`src/rtl/ssh_pkg.sv`:
```
// Shared constants and types for the SMART subcommand handler
package ssh_pkg;
  // --------------------------------------------------------------
  // Subcommand codes carried in the features register
  // --------------------------------------------------------------
  localparam logic [7:0] FEAT_READ_ATTR = 8'hd0; // Read attribute values
  localparam logic [7:0] FEAT_SAVE_ATTR = 8'hd3; // Save attribute values
  localparam logic [7:0] FEAT_EXEC_IMM = 8'hd4;  // Off-line / self test
  localparam logic [7:0] FEAT_READ_LOG = 8'hd5;  // Read logging sector
  localparam logic [7:0] FEAT_WRITE_LOG = 8'hd6; // Write logging sector
  localparam logic [7:0] FEAT_RET_STAT = 8'hda;  // Return status
  // --------------------------------------------------------------
  // Execute-immediate selector codes (sector number register)
  // --------------------------------------------------------------
  localparam logic [7:0] SEL_OFFLINE = 8'h00;
  localparam logic [7:0] SEL_QUICK_OFF = 8'h01;
  localparam logic [7:0] SEL_COMP_OFF = 8'h02;
  localparam logic [7:0] SEL_ABORT = 8'h7f;
  localparam logic [7:0] SEL_QUICK_CAP = 8'h81;
  localparam logic [7:0] SEL_COMP_CAP = 8'h82;
  // --------------------------------------------------------------
  // Log addresses and sector count
  // --------------------------------------------------------------
  localparam logic [7:0] LOG_ERROR = 8'h01;
  localparam logic [7:0] LOG_SELFTEST = 8'h06;
  localparam logic [7:0] LOG_HOST_LO = 8'h80;
  localparam logic [7:0] LOG_HOST_HI = 8'h9f;
  localparam logic [7:0] LOG_COUNT_ONE = 8'h01;
  // Bytes in one logging sector
  localparam int unsigned SECTOR_BYTES = 512;
  // Function handed to the firmware
  typedef enum logic [3:0] {
    SSH_FN_NONE, SSH_FN_SAVE, SSH_FN_OFFLINE, SSH_FN_QUICK_OFF,
    SSH_FN_QUICK_CAP, SSH_FN_COMP_OFF, SSH_FN_COMP_CAP, SSH_FN_ABORT,
    SSH_FN_RD_LOG, SSH_FN_WR_LOG
  } ssh_fn_e;
endpackage

```
`src/rtl/ssh_stream_if.sv`:
```
// Valid/ready byte stream carrier between the handler and its buffer
interface ssh_stream_if;
  logic valid; // Byte offered
  logic ready; // Byte accepted
  logic [7:0] data; // Byte value
  modport src (output valid, output data, input ready);
  modport snk (input valid, input data, output ready);
endinterface
```
`src/rtl/ssh_handler.sv`:
```
// SMART subcommand decoder, busy control and 512-byte log transfer
// --------------------------------------------------------------
// How it works
// - Save subcommand sets busy, then stores attributes
// - Busy clears once attributes are stored
// - Execute-immediate runs selected test or aborts
// - Selector 00h off-line collect, 7Fh aborts test
// - 01h quick off-line, 81h quick captive
// - 02h comprehensive off-line, 82h comprehensive captive
// - Read-log returns exactly one 512-byte block
// - Address 01h, count 01h selects error log
// - Address 06h, count 01h selects self-test log
// - Features register code picks the subcommand
// --------------------------------------------------------------
module ssh_handler (
  input wire logic clk_sys_in,
  input wire logic nrst_in,
  // Task-file side
  input wire logic cmd_strobe_in, // One-cycle: SMART command written
  input wire logic [7:0] features_register_in,
  input wire logic [7:0] sector_number_register_in,
  input wire logic [7:0] sector_count_register_in,
  output logic busy_out, // BSY flag
  output logic error_out, // Abort: bad subcommand or address
  // Host byte stream into the drive (write-log)
  input wire logic host_wr_valid_in,
  input wire logic [7:0] host_wr_data_in,
  output logic host_wr_ready_out,
  // Drive byte stream to the host (read-log)
  output logic host_rd_valid_out,
  output logic [7:0] host_rd_data_out,
  input wire logic host_rd_ready_in,
  // Firmware / media side
  output logic fw_req_out, // Level: function pending
  output logic [3:0] fw_func_out, // ssh_fn_e code
  output logic [7:0] fw_log_addr_out, // Log address of the request
  input wire logic fw_done_in, // One-cycle: function finished
  output logic [8:0] media_index_out, // Byte index within sector
  input wire logic [7:0] media_rd_data_in, // Log byte at index
  output logic media_wr_out, // One-cycle byte write strobe
  output logic [7:0] media_wr_data_out
);
  // --------------------------------------------------------------
  // Decoding helpers
  // --------------------------------------------------------------
  // Map a selector code to a firmware function
  function automatic ssh_pkg::ssh_fn_e sel_fn(input logic [7:0] sel);
    case (sel)
      ssh_pkg::SEL_OFFLINE: sel_fn = ssh_pkg::SSH_FN_OFFLINE;
      ssh_pkg::SEL_ABORT: sel_fn = ssh_pkg::SSH_FN_ABORT;
      ssh_pkg::SEL_QUICK_OFF: sel_fn = ssh_pkg::SSH_FN_QUICK_OFF;
      ssh_pkg::SEL_QUICK_CAP: sel_fn = ssh_pkg::SSH_FN_QUICK_CAP;
      ssh_pkg::SEL_COMP_OFF: sel_fn = ssh_pkg::SSH_FN_COMP_OFF;
      ssh_pkg::SEL_COMP_CAP: sel_fn = ssh_pkg::SSH_FN_COMP_CAP;
      default: sel_fn = ssh_pkg::SSH_FN_NONE;
    endcase
  endfunction

  // Host-defined log range, allowed for both reads and writes
  function automatic logic host_log(input logic [7:0] a);
    host_log = (a >= ssh_pkg::LOG_HOST_LO) && (a <= ssh_pkg::LOG_HOST_HI);
  endfunction

  // --------------------------------------------------------------
  // State
  // --------------------------------------------------------------
  typedef enum {
    SSH_IDLE, SSH_FW, SSH_RD_FETCH, SSH_RD_SEND, SSH_WR_RECV, SSH_WR_COMMIT
  } ssh_state_e;
  ssh_state_e state; // Sequencer state
  ssh_pkg::ssh_fn_e func; // Function in progress
  logic [7:0] log_addr; // Latched log address
  logic [9:0] byte_cnt; // Bytes moved in this sector
  logic log_ok_rd; // Read-log address valid
  logic log_ok_wr; // Write-log address valid
  ssh_pkg::ssh_fn_e dec_fn; // Decoded function this cycle
  localparam logic [9:0] LAST_BYTE = 10'(ssh_pkg::SECTOR_BYTES - 1);

  ssh_stream_if rd_up (); // Handler to buffer
  ssh_stream_if rd_dn (); // Buffer to host

  // Log-address checks: fixed logs need one sector in the count
  assign log_ok_rd = (sector_count_register_in == ssh_pkg::LOG_COUNT_ONE
      && (sector_number_register_in == ssh_pkg::LOG_ERROR
      || sector_number_register_in == ssh_pkg::LOG_SELFTEST))
      || host_log(sector_number_register_in);
  assign log_ok_wr = host_log(sector_number_register_in);

  // Subcommand decode from the features register
  always_comb begin
    case (features_register_in)
      ssh_pkg::FEAT_SAVE_ATTR: dec_fn = ssh_pkg::SSH_FN_SAVE;
      ssh_pkg::FEAT_EXEC_IMM: dec_fn = sel_fn(sector_number_register_in);
      ssh_pkg::FEAT_READ_LOG:
        dec_fn = log_ok_rd ? ssh_pkg::SSH_FN_RD_LOG : ssh_pkg::SSH_FN_NONE;
      ssh_pkg::FEAT_WRITE_LOG:
        dec_fn = log_ok_wr ? ssh_pkg::SSH_FN_WR_LOG : ssh_pkg::SSH_FN_NONE;
      default: dec_fn = ssh_pkg::SSH_FN_NONE;
    endcase
  end

  // --------------------------------------------------------------
  // Sequencer
  // --------------------------------------------------------------
  // A strobe while busy is ignored; the host must wait for BSY low
  always_ff @(posedge clk_sys_in) begin
    if (!nrst_in) begin
      state <= SSH_IDLE;
      func <= ssh_pkg::SSH_FN_NONE;
      log_addr <= 8'h00;
      error_out <= 1'b0;
    end else begin
      case (state)
        SSH_IDLE: begin
          if (cmd_strobe_in) begin
            func <= dec_fn;
            log_addr <= sector_number_register_in;
            error_out <= (dec_fn == ssh_pkg::SSH_FN_NONE);
            case (dec_fn)
              ssh_pkg::SSH_FN_NONE: state <= SSH_IDLE;
              ssh_pkg::SSH_FN_RD_LOG: state <= SSH_RD_FETCH;
              ssh_pkg::SSH_FN_WR_LOG: state <= SSH_WR_RECV;
              default: state <= SSH_FW;
            endcase
          end
        end
        // Firmware stores attributes / starts or aborts the test
        SSH_FW: begin
          if (fw_done_in) begin
            state <= SSH_IDLE;
          end
        end
        // Firmware brings the log sector into reach
        SSH_RD_FETCH: begin
          if (fw_done_in) begin
            state <= SSH_RD_SEND;
          end
        end
        // Stream 512 bytes out through the buffer
        SSH_RD_SEND: begin
          if (byte_cnt == 10'(ssh_pkg::SECTOR_BYTES) && !rd_dn.valid) begin
            state <= SSH_IDLE;
          end
        end
        // Accept 512 bytes from the host
        SSH_WR_RECV: begin
          if (host_wr_valid_in && byte_cnt == LAST_BYTE) begin
            state <= SSH_WR_COMMIT;
          end
        end
        // Firmware saves the sector to the media
        SSH_WR_COMMIT: begin
          if (fw_done_in) begin
            state <= SSH_IDLE;
          end
        end
        default: state <= SSH_IDLE;
      endcase
    end
  end

  // Byte counter for both transfer directions
  always_ff @(posedge clk_sys_in) begin
    if (!nrst_in) begin
      byte_cnt <= 10'h000;
    end else if (state == SSH_IDLE) begin
      byte_cnt <= 10'h000;
    end else if ((state == SSH_RD_SEND && rd_up.valid && rd_up.ready)
        || (state == SSH_WR_RECV && host_wr_valid_in)) begin
      byte_cnt <= byte_cnt + 10'h001;
    end
  end

  // --------------------------------------------------------------
  // Outputs
  // --------------------------------------------------------------
  // Busy is set the cycle after a strobe with a valid subcommand and held until the end
  assign busy_out = (state != SSH_IDLE);
  assign fw_req_out = (state == SSH_FW) || (state == SSH_RD_FETCH)
      || (state == SSH_WR_COMMIT);
  assign fw_func_out = func;
  assign fw_log_addr_out = log_addr;
  assign media_index_out = byte_cnt[8:0];
  assign host_wr_ready_out = (state == SSH_WR_RECV);

  // Write bytes go straight to the media buffer, registered
  always_ff @(posedge clk_sys_in) begin
    if (!nrst_in) begin
      media_wr_out <= 1'b0;
      media_wr_data_out <= 8'h00;
    end else begin
      media_wr_out <= (state == SSH_WR_RECV) && host_wr_valid_in;
      if (host_wr_valid_in) begin
        media_wr_data_out <= host_wr_data_in;
      end
    end
  end

  // Read bytes pass the two-entry buffer so a host stall loses none
  assign rd_up.valid = (state == SSH_RD_SEND)
      && (byte_cnt < 10'(ssh_pkg::SECTOR_BYTES));
  assign rd_up.data = media_rd_data_in;
  assign rd_dn.ready = host_rd_ready_in;
  assign host_rd_valid_out = rd_dn.valid;
  assign host_rd_data_out = rd_dn.data;

  ssh_skid_buf #(.WIDTH(8)) u_buf (
    .clk_sys_in(clk_sys_in),
    .nrst_in(nrst_in),
    .up(rd_up),
    .dn(rd_dn)
  );
endmodule

```
`src/rtl/ssh_skid_buf.sv`:
```
// Two-entry byte buffer with valid/ready on both sides
module ssh_skid_buf #(
  parameter int WIDTH = 8
) (
  input wire logic clk_sys_in,
  input wire logic nrst_in,
  ssh_stream_if.snk up,
  ssh_stream_if.src dn
);
  // --------------------------------------------------------------
  // Storage: two slots addressed by read/write index
  // --------------------------------------------------------------
  logic [WIDTH-1:0] mem [2]; // Entry storage
  logic wr_idx; // Next slot to fill
  logic rd_idx; // Next slot to drain
  logic [1:0] count; // Entries held
  logic push;
  logic pop;

  // Handshakes: full and empty are exact
  assign up.ready = (count != 2'h2);
  assign dn.valid = (count != 2'h0);
  assign dn.data = mem[rd_idx];
  assign push = up.valid && up.ready;
  assign pop = dn.valid && dn.ready;

  // Slot write
  always_ff @(posedge clk_sys_in) begin
    if (push) begin
      mem[wr_idx] <= up.data;
    end
  end

  // Pointers and occupancy
  always_ff @(posedge clk_sys_in) begin
    if (!nrst_in) begin
      wr_idx <= 1'b0;
      rd_idx <= 1'b0;
      count <= 2'h0;
    end else begin
      if (push) begin
        wr_idx <= ~wr_idx;
      end
      if (pop) begin
        rd_idx <= ~rd_idx;
      end
      count <= count + {1'b0, push} - {1'b0, pop};
    end
  end
endmodule

```
`config.mk`:
```
export PLATFORM = sky130hd
export DESIGN_NAME = ssh_handler
export DESIGN_NICKNAME = d
export VERILOG_FILES = /design/src/rtl/ssh_pkg.sv /design/src/rtl/ssh_stream_if.sv /design/src/rtl/ssh_handler.sv /design/src/rtl/ssh_skid_buf.sv
export SDC_FILE = /design/constraint.sdc
export NUM_CORES = 1
export LEC_CHECK = 0
export BUFFER_PORTS_ARGS = -buffer_cell sky130_fd_sc_hd__buf_2
export CORE_UTILIZATION = 40
export CTS_CLUSTER_DIAMETER = 120
export DETAILED_ROUTE_END_ITERATION = 10
export GPL_TIMING_DRIVEN = 0
export PLACE_DENSITY = 0.62
export SLEW_MARGIN = 5
export SYNTH_ARGS = -nofsm -noshare
export SYNTH_HDL_FRONTEND = slang
export SYNTH_SLANG_ARGS = --single-unit
```
`constraint.sdc`:
```
create_clock -name clk_sys_in -period 2.9 [get_ports clk_sys_in]
set_input_delay 0.435 -clock clk_sys_in [delete_from_list [all_inputs] [get_ports clk_sys_in]]
set_output_delay 0.435 -clock clk_sys_in [all_outputs]
set_load 0.02 [all_outputs]
```
=== Yosys cells after proc, flatten, opt, wreduce, memory -nomap -nowiden ===
Memories as Yosys holds them, arrays and structs flattened. A register that Yosys moved wholly into a read port is not among the register bits.
Cells that the tools add are included.

* Flip-flop bits (word level): 68
* Bits in writable memories: 16
* Input bits: 46
* Word-level logic and storage cells: 92
* Memories kept: 1

* $add $sub $neg: 3
* Order comparisons: 3
* Eq/ne operators: 31
* Mux-type cells: 15
* Bitwise logic cells: 3
* Reduce and logical (&&, ||, !) cells: 26

{| class="wikitable"
|+ Memory list
! name !! depth !! width !! read ports !! clocked after memory_dff !! write ports !! RTL line !! text
|-
| u_buf.mem || 2 || 8 || 1 || 1 || 1 || ssh_skid_buf.sv:13 || <nowiki>logic [WIDTH-1:0] mem [2];</nowiki>
|}

{| class="wikitable"
|+ Operator list
! operator !! number
|-
| two-way mux 32 bit || 5
|-
| one-hot mux 32 bit (5 select lines) || 1
|-
| == test 32 x 3 -> 1 bit, second input constant || 4
|-
| == test 32 x 2 -> 1 bit, second input constant || 3
|-
| == test 32 x 4 -> 1 bit, second input constant || 2
|-
| zero test 32 bit || 2
|-
| == test 8 bit, second input constant || 6
|-
| == test 32 x 1 -> 1 bit, second input constant || 1
|-
| nonzero test 32 bit || 1
|-
| one-hot mux 3 bit (6 select lines) || 1
|-
| == test 8 x 1 -> 1 bit, second input constant || 2
|-
| one-hot mux 4 bit (4 select lines) || 1
|-
| adder 10 x 1 -> 10 bit, second input constant || 1
|-
| == test 10 bit, second input constant || 1
|-
| == test 10 x 9 -> 1 bit, second input constant || 1
|-
| logical AND 1 bit || 10
|-
| less-than comparator 10 bit, second input constant || 1
|-
| != test 2 bit, second input constant || 5
|-
| one-hot mux 3 bit (3 select lines) || 1
|-
| == test 4 bit, second input constant || 2
|-
| == test 8 x 2 -> 1 bit, second input constant || 1
|-
| == test 8 x 3 -> 1 bit, second input constant || 1
|-
| == test 8 x 7 -> 1 bit, second input constant || 1
|-
| >= comparator 8 bit, second input constant || 1
|-
| 15 further kinds || 26
|}

=== Depth between registers and ports, before layout ===
* Depth after elaboration: 10
* Mapped depth: 8

=== Cells and area by module ===
A second synthesis with hierarchy kept.

* Cell total of the unflattened synthesis: 270
* Area total of the unflattened synthesis: 2,778.9 um^2

{| class="wikitable"
|+ Modules (own cells, without submodules)
! module !! times used !! cells each !! area an instance (um^2) !! seq. area each (um^2)
|-
| ssh_handler || 1 || 221 || 1,968.1 || 700.7
|-
| ssh_skid_buf || 1 || 49 || 810.8 || 580.6
|}

=== Worst setup path before layout ===
No wires, ideal clock.

* Path kind: register -> register
* From: reg state[0]
* To: mem u_buf.mem[0][0], enable pin
* Library setup time: 0.398 ns
* Data arrival time: 1.574 ns
* Path slack: 0.928 ns
* Stages on the path, launching flop included: 4
* Path buffers: 1
* Clock period less this slack: 1.972 ns
* Cells stage by stage: dfxtp_1 buf_4 nand3b_1 nor4_1

* Longest elaborated chain between the ends: 5

{| class="wikitable"
|+ RTL lines
! what !! RTL line !! text
|-
| start: declaration || ssh_handler.sv:70 || <nowiki>ssh_state_e state;</nowiki>
|-
| start signal: assignment || ssh_handler.sv:108 || <nowiki>state <= SSH_IDLE;</nowiki>
|-
| start signal: assignment || ssh_handler.sv:120 || <nowiki>ssh_pkg::SSH_FN_NONE: state <= SSH_IDLE;</nowiki>
|-
| start signal: assignment || ssh_handler.sv:121 || <nowiki>ssh_pkg::SSH_FN_RD_LOG: state <= SSH_RD_FETCH;</nowiki>
|-
| == test 32 x 3 -> 1 bit || ssh_handler.sv:200 || <nowiki>assign rd_up.valid = (state == SSH_RD_SEND)</nowiki>
|-
| logical AND 1 bit || ssh_handler.sv:201 || <nowiki>&& (byte_cnt < 10'(ssh_pkg::SECTOR_BYTES));</nowiki>
|-
| logical AND 1 bit || ssh_skid_buf.sv:24 || <nowiki>assign push = up.valid && up.ready;</nowiki>
|-
| two-way mux 1 bit || ssh_skid_buf.sv:29 || <nowiki>if (push) begin</nowiki>
|-
| two-way mux 1 bit (implied by the code) || ssh_skid_buf.sv:30 || <nowiki>mem[wr_idx] <= up.data;</nowiki>
|-
| end: declaration || ssh_skid_buf.sv:13 ||
|}

Every way passes these cells.

==> flow_summary_export.csv <==
group,metric,value,unit
status,status,"complete, but fails checks",
status,violations,"DRC",
finish,layout_commonest_cell,"buf_2",
finish,drive_gt1_frac,0.341,
timing,finalCritPeriodShare,0.688,
timing,finalSetupViolations,0,
routing,vias_per_cell,5.04,
global_route,antenna_found_initial,0,
yosys,netlist_area,0.00274,mm²
yosys,synth_warnings,0,
clock_tree,post_cts_buffers,0,
run,drv_cap,0,
critical_path,crit_path_start_kind,"flip-flop",
critical_path,crit_type,"flip-flop to output port",
global_route,grt_pass1_wl,9720,µm
finish,layout_common_cells,"buf_2 (87), dfxtp_1 (40), nand2_1 (31), nor2_1 (19), edfxtp_1 (16)",
yosys,syn_area_per_cell,10.0,µm²
clock_tree,clockBufferDepth,2,
clock_tree,cts_root_buf,"clkbuf_8",
placed_design,io_buffers,85,
yosys,async_flop_share,0,
timing,max_slew_margin,0.618,
critical_path,reg2reg_from,"byte_cnt[0]$_SDFFE_PP0P_",
critical_path,rr_endpoint,"state[2]$_SDFFE_PN0P_",
critical_path,arrival,1.56,ns
floorplanning,coreArea,0.00649,mm²
power_and_ir_drop,leakagePower,0.00143,µW
global_route,grt_pass1_vias,2115,
routing,avgRoutedWirePerCell,13.3,µm
critical_path,crit_fanout,8,
floorplanning,ios,89,
placed_design,dp_hpwl,4530,µm
clock_tree,cts-resized-gates,0,
global_route,grtUsageTotal,0.170,
clock_tree,cts_tree,"built",
finish,nNetsFinal,416,
critical_path,reg2reg_depth,6,
finish,final_area,0.00337,mm²
timing,period_needed,2.00,ns
critical_path,end_kind,"output port",
clock_tree,cts-htree-levels,2,
power_and_ir_drop,cellPowerDensity,578,mW/mm²
timing,grt_setup_unrepaired,"no",
clock_tree,cts_buffers,5,
yosys,ys_types,56,
yosys,syn-num-nets,323,
critical_path,critPathCapture,"host_rd_data_out[5]",
routing,first_pass_iters,9,
routing,drt_iter0_markers,64,
timing,finalClockSkew,0.00830,ns
placed_design,gp_congestion,0.806,
routing,drc,6,
global_route,met3_usage,0.0374,
yosys,synth_flop_cell,"dfxtp_1",
yosys,synth_edf_count,16,
finish,area_delta_synth_final,23.0,%
global_route,busiest_layer,"met2",
timing,worstMarginPinSlew,0.568,ns
finish,n_antenna_cell,0,
clock_tree,clock_sinks,56,
floorplanning,die_area,0.00719,mm²
floorplanning,rows,29,
yosys,synth_cells,273,
critical_path,required,2.47,ns
routing,ant_nets,0,
placed_design,place_area,0.00328,mm²
clock_tree,cts.hold.buffers_added,0,
routing,vias,2236,
yosys,ys_seq_elements,56,
timing,tns,0,ns
timing,slew_violations,0,
clock_tree,worstSkewPairLatency,0.31,ns
floorplanning,initial_core_util,0.422,
global_route,groute.layer.met2.usage,0.278,
floorplanning,die_height,84.8,µm
critical_path,r2r_slack,0.92,ns
timing,max_freq,501,MHz
global_route,grt_max_degree,20,
yosys,synth_seq_area_share,0.467,
timing,hold_viol_final,0,
routing,routed_wl,5910,µm
global_route,grt_overflow,0,
worst_hold_path,holdCritPathClass,"primary input to flip-flop",
power_and_ir_drop,peakVddDrop,243,µV
floorplanning,die_w,84.8,µm
clock_tree,path_clk_slew,0.11,ns
global_route,use_met1,0.225,
-- cell type report --
type,instances,area [µm²]
multi-input combinational,190,1320
clock inverter,3,27.5
buffer,21,126
clock buffer,5,68.8
inverter,6,22.5
sequential,56,1280
timing repair buffer,86,433
fill,641,3120
tap,77,96.3
-- how the worst min path moves through the flow --
stage                                 from                           to  depth (start not counted)
3_3_place_gp   fw_func_out[1]$_SDFFE_PN0P_  fw_func_out[1]$_SDFFE_PN0P_                          2
6_report               media_rd_data_in[7]    u_buf.mem[1][7]$_DFFE_PP_                          1
3_5_place_dp   fw_func_out[1]$_SDFFE_PN0P_  fw_func_out[1]$_SDFFE_PN0P_                          2
5_1_grt                media_rd_data_in[7]    u_buf.mem[1][7]$_DFFE_PP_                          1
2_1_floorplan    u_buf.rd_idx$_SDFFE_PN0P_                    flip-flop                          2
4_1_cts                media_rd_data_in[7]    u_buf.mem[1][7]$_DFFE_PP_                          1
-- metal layers --
layer / wire length (µm) / vias up / part of all wire
met3: 334 / 9 / 0.057
met2: 2690 / 79 / 0.46
met1: 2800 / 998 / 0.47
met4: 83 / 0 / 0.014
li1: - / 1150 / -
met5: 0 / - / 0
-- flip-flops by register name, summed over array words and instances, names as in the netlist, named ones only --
name / count
u_buf.mem: 16
media_wr_data_out: 8
state: 3
media_wr_out: 1
fw_func_out: 4
error_out: 1
u_buf.rd_idx: 1
fw_log_addr_out: 8
u_buf.wr_idx: 1
u_buf.count: 2
byte_cnt: 10
-- power by group --
part | switching (µW) | internal (µW)
combinational | 352 | 244
clock | 274 | 178
sequential | 33.2 | 869
-- kinds of logic (layout without fill, tap and decap cells) --
group	count (synthesis)	in the layout	share of synthesized area
AND/OR/NAND/NOR	116	116	0.239
flip-flops	56	56	0.467
AO/OA/AOI/OAI	39	39	0.110
buffers and inverters	27	121	0.0543
multiplexers	18	18	0.0694
XOR/XNOR	13	13	0.0415
adder cells (fa/ha/maj)	4	4	0.0183
-- critical path: stages (launching register included) --
cell,delay [ns]
dfxtp_1,0.33
clkbuf_1,0.37
mux2_2,0.39
buf_2,0.16
-- stage by stage --
stage                      util  total power [µW]  setup slack (ns)  std cells  hold WS [ns]
after global placement    0.502              1510             0.332        435         0.449
after CTS                 0.519              1980             0.858        444         0.295
after floorplan               -              1340             0.928        273         0.504
after global routing      0.519              2080             0.761        444         0.276
after detailed placement  0.505              1520             0.753        436         0.457
final                     0.519              1950             0.904        444         0.300
-- synth_stat cells (7+ instances only) --
master    instances  area, µm²
a21boi_0         11       82.6
buf_4            12       90.1
clkbuf_1          7       26.3
dfxtp_1          40        801
edfxtp_1         16        480
mux2_2            8       90.1
mux2i_1          10        100
nand2_1          31        116
nand4_1           7       43.8
nor2_1           19       71.3
nor2b_1          13       81.3
xor2_1            7       61.3
(Power assumes the default switching activity.)
